==> src/didb_pkg.sv <==
// Package of constants and types for the input debounce and output select block
package didb_pkg;
    // Register byte addresses
    localparam logic [7:0] DIDB_OFF_PLAIN = 8'h00;
    localparam logic [7:0] DIDB_OFF_INV = 8'h04;
    localparam logic [7:0] DIDB_OFF_DEBOUNCE = 8'h08;
    localparam logic [7:0] DIDB_OFF_OUTSEL = 8'h0C;
    localparam logic [7:0] DIDB_OFF_PROT = 8'h10;
    localparam logic [7:0] DIDB_OFF_DOSTAT = 8'h14;
    // Terminal counts and bit positions
    localparam int DIDB_NUM_DI = 6;
    localparam int DIDB_AI0_BIT = 11;
    localparam int DIDB_AI1_BIT = 12;
    localparam int DIDB_NUM_CH = 8;
    // Clock and sampling times
    localparam int DIDB_CLK_HZ = 40000000;
    localparam int DIDB_SAMPLE_US = 2000;
    localparam int DIDB_SAMPLE_CYC = DIDB_CLK_HZ / 1000000 * DIDB_SAMPLE_US;
    // Debounce time in microseconds
    localparam logic [31:0] DIDB_DEB_MAX_US = 32'h0000_4E20;
    localparam logic [31:0] DIDB_DEB_RST_US = 32'h0000_0FA0;
    localparam logic [31:0] DIDB_SAMPLE_US_W = 32'h0000_07D0;
    // Output source select: [5] word (0 first, 1 second), [3:0] bit
    localparam logic [31:0] DIDB_OUTSEL_RST = 32'h0000_0003;
    // AXI responses
    localparam logic [1:0] DIDB_RESP_OKAY = 2'h0;
    localparam logic [1:0] DIDB_RESP_SLVERR = 2'h2;
endpackage : didb_pkg

==> src/didb_top.sv <==
// Digital input debounce, status words and output 0 source select
// Register map, byte addresses, one 32-bit word each:
//   0x00 plain input status, read only
//   0x04 inverted input status, read only
//   0x08 debounce time in microseconds, read/write
//   0x0C output 0 source select, read/write
//   0x10 protection settings, read/write
//   0x14 output 0 state, read only
// Address bits above bit 7 fold onto an unmapped slot,
// so the short decode never aliases a register higher up.
// Refused writes answer with a slave error and change nothing.
// Debounce counts are whole sample periods; remainders are dropped.
// Terminal inputs are taken as synchronous to SYS_CLK.
// After reset the filtered levels are low, so the plain word
// reads zero and the inverted word reads ones in its used bits.
// The relay rests with its normally-closed contact made.
`timescale 1ns/1ps
module didb_top
    import didb_pkg::*;
(
    input wire logic SYS_CLK,
    input wire logic RST_N,
    input wire logic [5:0] DI_IN,
    input wire logic [1:0] AI_DI_IN,
    input wire logic [15:0] DRIVE_STATUS_ONE,
    input wire logic [15:0] DRIVE_STATUS_TWO,
    input wire logic [31:0] S_AXI_AWADDR,
    input wire logic S_AXI_AWVALID,
    output logic S_AXI_AWREADY,
    input wire logic [31:0] S_AXI_WDATA,
    input wire logic [3:0] S_AXI_WSTRB,
    input wire logic S_AXI_WVALID,
    output logic S_AXI_WREADY,
    output logic [1:0] S_AXI_BRESP,
    output logic S_AXI_BVALID,
    input wire logic S_AXI_BREADY,
    input wire logic [31:0] S_AXI_ARADDR,
    input wire logic S_AXI_ARVALID,
    output logic S_AXI_ARREADY,
    output logic [31:0] S_AXI_RDATA,
    output logic [1:0] S_AXI_RRESP,
    output logic S_AXI_RVALID,
    input wire logic S_AXI_RREADY,
    output logic DO0_NO,
    output logic DO0_NC
);
    localparam logic [16:0] SAMPLE_MAX = 17'(DIDB_SAMPLE_CYC - 1);
    localparam logic [7:0] NO_REG = 8'hFF; // Unaligned slot, decodes as unmapped
    localparam logic [31:0] SEL_MASK = 32'h0000_002F; // Word select and bit index fields

    logic [16:0] div_q; // Sample period divider
    logic tick_q; // 2 ms sample pulse
    logic slow_q; // Every second tick
    logic [31:0] deb_time_q; // Debounce time in microseconds
    logic [31:0] outsel_q; // Output 0 source select
    logic [1:0] prot_q; // Two protection settings
    logic [3:0] need; // Debounce sample count
    logic [DIDB_NUM_CH-1:0] raw; // Raw terminal levels
    logic [DIDB_NUM_CH-1:0] filt; // Debounced levels
    logic [31:0] plain_word; // Non-inverted status
    logic [31:0] inv_word; // Inverted status
    logic src_bit; // Selected source level
    // Write channel holding
    logic aw_have_q;
    logic w_have_q;
    logic [7:0] aw_addr_q;
    logic [31:0] w_data_q;
    logic [3:0] w_strb_q;
    logic [31:0] wmask;
    logic [31:0] deb_new;
    logic wr_fire;
    logic deb_ok; // New debounce time in range
    logic sel_ok; // Output select not protected
    logic wr_err; // Pending write refused
    logic [7:0] rd_sel; // Read address after folding

    // Sample tick generator
    // One divider sets the 2 ms rate; slow_q halves it for the analog pair
    always_ff @(posedge SYS_CLK or negedge RST_N) begin
        if (!RST_N) begin
            div_q <= 17'h0;
            tick_q <= 1'b0;
            slow_q <= 1'b0;
        end else begin
            tick_q <= 1'b0;
            if (div_q == SAMPLE_MAX) begin
                div_q <= 17'h0;
                tick_q <= 1'b1;
                slow_q <= ~slow_q;
            end else begin
                div_q <= div_q + 17'h1;
            end
        end
    end

    // Debounce count: time over sample period, integer part
    // Zero or one both take the next differing sample
    assign need = 4'(deb_time_q / DIDB_SAMPLE_US_W);
    assign raw = {AI_DI_IN, DI_IN};

    // One filter per terminal
    // Analog-derived pair only samples on every second tick
    genvar gi;
    generate
        for (gi = 0; gi < DIDB_NUM_CH; gi++) begin : g_ch
            didb_filter didb_filter_i (
                .clk(SYS_CLK),
                .rst_n(RST_N),
                .sample_en(tick_q & ((gi < DIDB_NUM_DI) ? 1'b1 : slow_q)),
                .raw(raw[gi]),
                .need(need),
                .level_q(filt[gi])
            );
        end
    endgenerate

    // Status words from filtered levels
    // Unused bits read zero in both words
    always_comb begin
        plain_word = 32'h0;
        plain_word[DIDB_NUM_DI-1:0] = filt[DIDB_NUM_DI-1:0];
        plain_word[DIDB_AI0_BIT] = filt[6];
        plain_word[DIDB_AI1_BIT] = filt[7];
        inv_word = 32'h0;
        inv_word[DIDB_NUM_DI-1:0] = ~filt[DIDB_NUM_DI-1:0];
        inv_word[DIDB_AI0_BIT] = ~filt[6];
        inv_word[DIDB_AI1_BIT] = ~filt[7];
    end

    // Source mux over both drive status words
    assign src_bit = outsel_q[5] ? DRIVE_STATUS_TWO[outsel_q[3:0]]
                                 : DRIVE_STATUS_ONE[outsel_q[3:0]];

    // Relay contacts
    // Both contacts registered together, so they never overlap
    always_ff @(posedge SYS_CLK or negedge RST_N) begin
        if (!RST_N) begin
            DO0_NO <= 1'b0;
            DO0_NC <= 1'b1;
        end else begin
            DO0_NO <= src_bit;
            DO0_NC <= ~src_bit;
        end
    end

    // Both halves held and no answer pending: the write takes effect
    assign wr_fire = aw_have_q && w_have_q && !S_AXI_BVALID;

    // Write address capture; high addresses fold onto an unmapped slot
    always_ff @(posedge SYS_CLK or negedge RST_N) begin
        if (!RST_N) begin
            aw_have_q <= 1'b0;
            aw_addr_q <= 8'h0;
        end else if (S_AXI_AWVALID && S_AXI_AWREADY) begin // Address taken
            aw_have_q <= 1'b1;
            aw_addr_q <= (S_AXI_AWADDR[31:8] == 24'h0) ? S_AXI_AWADDR[7:0] : NO_REG;
        end else if (wr_fire) begin // Slot freed once the write lands
            aw_have_q <= 1'b0;
        end
    end

    // Write data capture, independent of the address channel
    always_ff @(posedge SYS_CLK or negedge RST_N) begin
        if (!RST_N) begin
            w_have_q <= 1'b0;
            w_data_q <= 32'h0;
            w_strb_q <= 4'h0;
        end else if (S_AXI_WVALID && S_AXI_WREADY) begin // Data taken
            w_have_q <= 1'b1;
            w_data_q <= S_AXI_WDATA;
            w_strb_q <= S_AXI_WSTRB;
        end else if (wr_fire) begin // Slot freed once the write lands
            w_have_q <= 1'b0;
        end
    end

    // Ready while channel slot empty and no write answer pending
    // Readies drop the edge after a handshake, so a held slot is never overwritten
    always_ff @(posedge SYS_CLK or negedge RST_N) begin
        if (!RST_N) begin
            S_AXI_AWREADY <= 1'b0;
            S_AXI_WREADY <= 1'b0;
        end else begin
            S_AXI_AWREADY <= !aw_have_q && !(S_AXI_AWVALID && S_AXI_AWREADY) && !S_AXI_BVALID;
            S_AXI_WREADY <= !w_have_q && !(S_AXI_WVALID && S_AXI_WREADY) && !S_AXI_BVALID;
        end
    end

    // Byte mask from strobes
    always_comb begin
        for (int i = 0; i < 4; i++) begin
            wmask[i*8 +: 8] = {8{w_strb_q[i]}};
        end
        deb_new = (deb_time_q & ~wmask) | (w_data_q & wmask);
    end

    // Range check and protection gate for the pending write
    assign deb_ok = (deb_new <= DIDB_DEB_MAX_US);
    assign sel_ok = (prot_q == 2'h0);

    // Debounce time register; out-of-range values leave it unchanged
    always_ff @(posedge SYS_CLK or negedge RST_N) begin
        if (!RST_N) begin
            deb_time_q <= DIDB_DEB_RST_US;
        end else if (wr_fire && aw_addr_q == DIDB_OFF_DEBOUNCE && deb_ok) begin
            deb_time_q <= deb_new;
        end
    end

    // Output 0 source select; unused bits always store zero
    always_ff @(posedge SYS_CLK or negedge RST_N) begin
        if (!RST_N) begin
            outsel_q <= DIDB_OUTSEL_RST;
        end else if (wr_fire && aw_addr_q == DIDB_OFF_OUTSEL && sel_ok) begin
            outsel_q <= ((outsel_q & ~wmask) | (w_data_q & wmask)) & SEL_MASK;
        end
    end

    // Protection settings, low byte only
    always_ff @(posedge SYS_CLK or negedge RST_N) begin
        if (!RST_N) begin
            prot_q <= 2'h0;
        end else if (wr_fire && aw_addr_q == DIDB_OFF_PROT && w_strb_q[0]) begin
            prot_q <= w_data_q[1:0];
        end
    end

    // Refusal decode: read-only, unmapped, out of range or protected
    always_comb begin
        case (aw_addr_q)
            DIDB_OFF_DEBOUNCE: wr_err = !deb_ok;
            DIDB_OFF_OUTSEL: wr_err = !sel_ok;
            DIDB_OFF_PROT: wr_err = 1'b0; // Always writable
            default: wr_err = 1'b1; // Status words and unmapped
        endcase
    end

    // Write response; a new answer only after the last one was taken
    always_ff @(posedge SYS_CLK or negedge RST_N) begin
        if (!RST_N) begin
            S_AXI_BVALID <= 1'b0;
            S_AXI_BRESP <= DIDB_RESP_OKAY;
        end else begin
            if (S_AXI_BVALID && S_AXI_BREADY) begin // Answer taken
                S_AXI_BVALID <= 1'b0;
            end
            if (wr_fire) begin // Pair complete
                S_AXI_BVALID <= 1'b1;
                S_AXI_BRESP <= wr_err ? DIDB_RESP_SLVERR : DIDB_RESP_OKAY;
            end
        end
    end

    // Read address folding, same as on the write side
    // Keeps a high address from landing on a status word
    assign rd_sel = (S_AXI_ARADDR[31:8] == 24'h0) ? S_AXI_ARADDR[7:0] : NO_REG;

    // Read channel
    // One read in flight: ARREADY waits until the answer is taken
    always_ff @(posedge SYS_CLK or negedge RST_N) begin
        if (!RST_N) begin
            S_AXI_ARREADY <= 1'b0;
            S_AXI_RVALID <= 1'b0;
            S_AXI_RDATA <= 32'h0;
            S_AXI_RRESP <= DIDB_RESP_OKAY;
        end else begin
            S_AXI_ARREADY <= !S_AXI_RVALID && !(S_AXI_ARVALID && S_AXI_ARREADY);
            if (S_AXI_RVALID && S_AXI_RREADY) begin
                S_AXI_RVALID <= 1'b0;
            end
            if (S_AXI_ARVALID && S_AXI_ARREADY) begin
                S_AXI_RVALID <= 1'b1;
                S_AXI_RRESP <= DIDB_RESP_OKAY;
                case (rd_sel)
                    DIDB_OFF_PLAIN: S_AXI_RDATA <= plain_word;
                    DIDB_OFF_INV: S_AXI_RDATA <= inv_word;
                    DIDB_OFF_DEBOUNCE: S_AXI_RDATA <= deb_time_q;
                    DIDB_OFF_OUTSEL: S_AXI_RDATA <= outsel_q;
                    DIDB_OFF_PROT: S_AXI_RDATA <= {30'h0, prot_q};
                    DIDB_OFF_DOSTAT: S_AXI_RDATA <= {31'h0, DO0_NO};
                    default: begin // Unmapped
                        S_AXI_RDATA <= 32'h0;
                        S_AXI_RRESP <= DIDB_RESP_SLVERR;
                    end
                endcase
            end
        end
    end
endmodule : didb_top

==> src/didb_filter.sv <==
// One debounce channel: accepts a new level after enough stable samples
`timescale 1ns/1ps
module didb_filter
    import didb_pkg::*;
(
    input wire logic clk,
    input wire logic rst_n,
    input wire logic sample_en,
    input wire logic raw,
    input wire logic [3:0] need,
    output logic level_q
);
    logic [3:0] cnt_q; // Stable sample count

    // Counts samples differing from the accepted level
    always_ff @(posedge clk or negedge rst_n) begin
        if (!rst_n) begin
            cnt_q <= 4'h0;
            level_q <= 1'b0;
        end else if (sample_en) begin
            if (raw == level_q) begin
                cnt_q <= 4'h0;
            end else if (cnt_q + 4'h1 >= need) begin
                level_q <= raw;
                cnt_q <= 4'h0;
            end else begin
                cnt_q <= cnt_q + 4'h1;
            end
        end
    end
endmodule : didb_filter

==> config.mk <==
export PLATFORM = sky130hd
export DESIGN_NAME = didb_top
export DESIGN_NICKNAME = d
export VERILOG_FILES = /design/src/didb_pkg.sv /design/src/didb_top.sv /design/src/didb_filter.sv
export SDC_FILE = /design/constraint.sdc
export NUM_CORES = 1
export LEC_CHECK = 0
export ABC_AREA = 1
export BUFFER_PORTS_ARGS = -buffer_cell sky130_fd_sc_hd__buf_4
export CORE_MARGIN = 10
export CORE_UTILIZATION = 57
export CTS_CLUSTER_DIAMETER = 200
export DETAILED_ROUTE_END_ITERATION = 8
export GPL_ROUTABILITY_DRIVEN = 0
export PLACE_DENSITY_LB_ADDON = 0.2
export SLEW_MARGIN = 30
export SYNTH_ARGS = -nofsm -noshare
export SYNTH_HDL_FRONTEND = slang
export SYNTH_SLANG_ARGS = --single-unit
==> constraint.sdc <==
create_clock -name SYS_CLK -period 15.02 [get_ports SYS_CLK]
set_input_delay 0 -clock SYS_CLK [delete_from_list [all_inputs] [get_ports SYS_CLK]]
set_output_delay 0 -clock SYS_CLK [all_outputs]
set_load 0.005 [all_outputs]
==> flow_metrics.py <==
metrics = {
    "outcome": {
        "outcome": "completed",
    },
    "pwr": {
        "p_sw_uw": 418,
        "p_seq_share_pct": 46.7,
        "p_per_area_nw_per_um2": 76.7,
        "p_clk_share_pct": 33.8,
        "p_leak_nw": 8.80,
        "vdd_drop_max_uv": 68.0,
        "p_int_uw": 900,
        "p_sw_share_pct": 31.7,
        "power_frac_comb_pct": 19.5,
        "totalPowerFinal_mw": 1.32,
    },
    "synth": {
        "async_flop_share_pct": 100,
        "synth_cells": 1915,
        "synth_warnings": 0,
        "ys_types": 72,
        "netlist_area_um2": 14300,
        "synth_edf_count": 0,
        "synth_seq_area_share_pct": 32.4,
        "syn_avg_cell_area_um2": 7.49,
        "ys_ff_latch": 185,
        "synthFlopType": "dfrtp_1",
    },
    "critical_path": {
        "critPathKind": "reg2reg",
        "r2r_setup_slack_ps": 2180,
        "end_kind": "register",
        "cp_max_fo": 9,
        "timing.rr.start": "deb_time_q[26]",
        "cpMaxStageDelayCell": "dfrtp_1",
        "cp_data_required_time_ps": 15350,
        "cpPeakStageDelay_ps": 390,
        "reg2reg_to": "g_ch[1].didb_filter_i.level_q",
        "crit_top_cell": "nand2_2",
        "worstRegToRegCells": 106,
        "critPathLaunchType": "register",
        "arrival_ps": 13170,
    },
    "layout": {
        "diodes": 0,
        "num-fill-cells": 2001,
        "stdcell_count": 2481,
        "nets": 2332,
        "syn_to_final_growth_pct": 19.8,
        "layout.area.seq_um2": 4640,
        "drive_gt1_share_pct": 26.0,
        "multi_input_area_um2": 8430,
    },
    "routing": {
        "routed_wirelength_um": 38300,
        "drtIter0Drc": 924,
        "drtPass1Iterations": 5,
        "wl_per_cell_um": 15.4,
        "drc": 0,
        "final_antenna_net_count": 0,
        "vias": 13595,
        "via_per_inst": 5.48,
    },
    "floorplanning": {
        "dieHeight_um": 179,
        "die_width_um": 179,
        "num_rows": 57,
        "io_pins": 190,
        "dieArea_um2": 31900,
        "initial_core_util_pct": 58.4,
        "core_um2": 24500,
    },
    "clocking": {
        "htreeDepth": 4,
        "cts_resized": 0,
        "hold_buffers": 55,
        "cts_made_buffers": 17,
        "path_clk_slew_ps": 80,
        "clock_sinks": 185,
        "cts-root-buf": "clkbuf_16",
        "clk_latency_ps": 440,
        "cts_tree": "done",
        "clockBufferDepth": 2,
        "cts_setup_buffers": 0,
    },
    "place": {
        "place_hpwl_um": 29200,
        "io_buffer_count": 187,
        "preCtsSetupSlack_ps": 2380,
        "dpl.cell_count": 2394,
    },
    "sta": {
        "drv_slew": 0,
        "slew_headroom_pct": 40.6,
        "post-route-period-util_pct": 85.5,
        "fmax_ghz": 0.0779,
        "setup_tns_ps": 0,
        "worst_slew_pin_slew_ps": 889,
        "finalSetupViolations": 0,
        "post-route-min-period_ps": 12840,
        "skew_ps": 16.5,
        "setup_slack_ps": 2180,
        "rsz0062_at_grt": "no",
        "finalHoldViolations": 0,
    },
    "grt": {
        "track_usage_pct": 23.8,
        "antenna_found_initial": 0,
        "grt_max_degree": 126,
        "grt_pass1_vias": 13290,
        "grt_first_pass_wirelength_um": 63100,
        "grt-ovfl-total": 0,
    },
    "job": {
        "drv_cap": 0,
    },
    "min_path": {
        "hp-start": "S_AXI_ARADDR[3]",
        "worstHoldEndpoint": "S_AXI_RDATA[0]",
        "hold_class": "in2reg",
        "whs_path_depth": 4,
    },
}
critical path: cells and delay by family (launching register included):
| kind | cells | cell delay (ps) |
|---|---|---|
| simple gates | 80 | 8730 |
| fa+ha+maj | 1 | 320 |
| compound gates | 11 | 1990 |
| buf+inv | 13 | 1080 |
| flops | 1 | 390 |
| mux | 1 | 190 |
logic make-up (layout without fill, tap and decap cells):
logic type	Yosys count	count (layout)	synth area share, %
compound gates	312	312	14.1
xor+xnor	65	65	4.02
fa+ha+maj	41	41	3.58
buf+inv	327	568	8.92
flops	185	185	32.4
mux	25	25	1.91
other cells	1	2	0.0262
simple gates	959	959	35.0
power groups by stage:
stage          Sequential, mW  Clock, mW  Combinational, mW
2_1_floorplan           0.593          0              0.159
3_3_place_gp            0.621          0              0.239
3_5_place_dp            0.623          0              0.245
4_1_cts                 0.613      0.449              0.258
5_1_grt                 0.623      0.474              0.286
6_report                0.615      0.445              0.258
cells in the final DEF, fill, tap and decap left out, types with 6 or more instances in the layout:
| cell type | n |
|---|---|
| o31ai_1 | 25 |
| mux2i_1 | 6 |
| inv_1 | 228 |
| nand4_1 | 31 |
| nand3_4 | 9 |
| nor2_4 | 9 |
| nand2_1 | 365 |
| dfrtp_1 | 176 |
| o21ai_0 | 106 |
| nand3_1 | 133 |
| o21ai_1 | 31 |
| nor3_1 | 14 |
| o21bai_2 | 6 |
| a22o_1 | 7 |
| buf_4 | 191 |
| dfstp_2 | 9 |
| xor2_1 | 59 |
| nor4_1 | 23 |
| nor2_1 | 161 |
| o21ai_2 | 15 |
| nand2_4 | 36 |
| o221ai_1 | 12 |
| a32o_1 | 10 |
| ha_1 | 41 |
| dlygate4sd3_1 | 55 |
| inv_2 | 46 |
| o211ai_1 | 13 |
| nand2_2 | 99 |
| nand3_2 | 34 |
| o2111ai_1 | 9 |
| mux2_2 | 19 |
| a21oi_1 | 47 |
| inv_4 | 6 |
| clkbuf_16 | 18 |
| nor2_2 | 24 |
metal layers:
| metal | global-route usage [%] | routed length (µm) | up-vias | part of all wire, % |
|---|---|---|---|---|
| met2 | 41.8 | 19400 | 382 | 51 |
| met1 | 28.9 | 16000 | 6378 | 42 |
| met3 | 4.04 | 2010 | 66 | 5.2 |
| met5 | 0 | 0 | - | 0 |
| li1 | - | - | 6769 | - |
| met4 | 7.65 | 887 | 0 | 2.3 |
cell type report:
cell class	instances	share of cell area, %
clock buffer	19	2.58
clock inverter	13	0.750
inverter	289	6.52
multi-input combinational	1404	49.1
sequential	185	27.0
tap	324	2.36
timing repair buffer	247	11.7
Yosys cell counts, types with 31 or more instances:
cell	instances	area [µm²]
nand2_2	97	607
o21ai_0	106	531
inv_1	228	856
nand4_1	31	194
xor2_1	59	517
nand3_1	133	666
inv_2	46	173
nand2_4	36	405
clkbuf_1	34	128
ha_1	41	513
dfrtp_1	176	4400
o21ai_1	31	155
nand3_2	34	340
nor2_1	161	604
nand2_1	367	1380
a21oi_1	47	235
metrics by stage:
step	instance area (µm²)	hold slack, ps	util, %
6_report	17200	86.2	70.0
5_1_grt	17200	115	70.0
4_1_cts	17200	61.2	70.0
3_5_place_dp	16100	55.0	65.4
3_3_place_gp	16000	191	65.4
2_1_floorplan	14300	-296	-
worst max-delay path by stage:
stage | slack (ps) | from | depth (start not counted) | to
3_3_place_gp | 2790 | deb_time_q[26] | 107 | g_ch[1].didb_filter_i.level_q
2_1_floorplan | 4050 | deb_time_q[26] | 107 | g_ch[1].didb_filter_i.level_q
5_1_grt | 610 | deb_time_q[31] | 105 | g_ch[3].didb_filter_i.cnt_q[0]
4_1_cts | 2240 | deb_time_q[26] | 106 | g_ch[1].didb_filter_i.level_q
6_report | 2180 | deb_time_q[26] | 106 | g_ch[1].didb_filter_i.level_q
3_5_place_dp | 2380 | deb_time_q[26] | 108 | g_ch[0].didb_filter_i.cnt_q[0]
registers in the layout, summed over array words and instances (netlist names), 2 cells and up, named ones only:
signal / cells
deb_time_q: 32
S_AXI_RDATA: 32
w_data_q: 32
div_q: 17
w_strb_q: 4
aw_addr_q: 8
prot_q: 2
g_ch.didb_filter_i.cnt_q: 32
g_ch.didb_filter_i.level_q: 8
No activity file was read; power rests on OpenSTA's default activity.
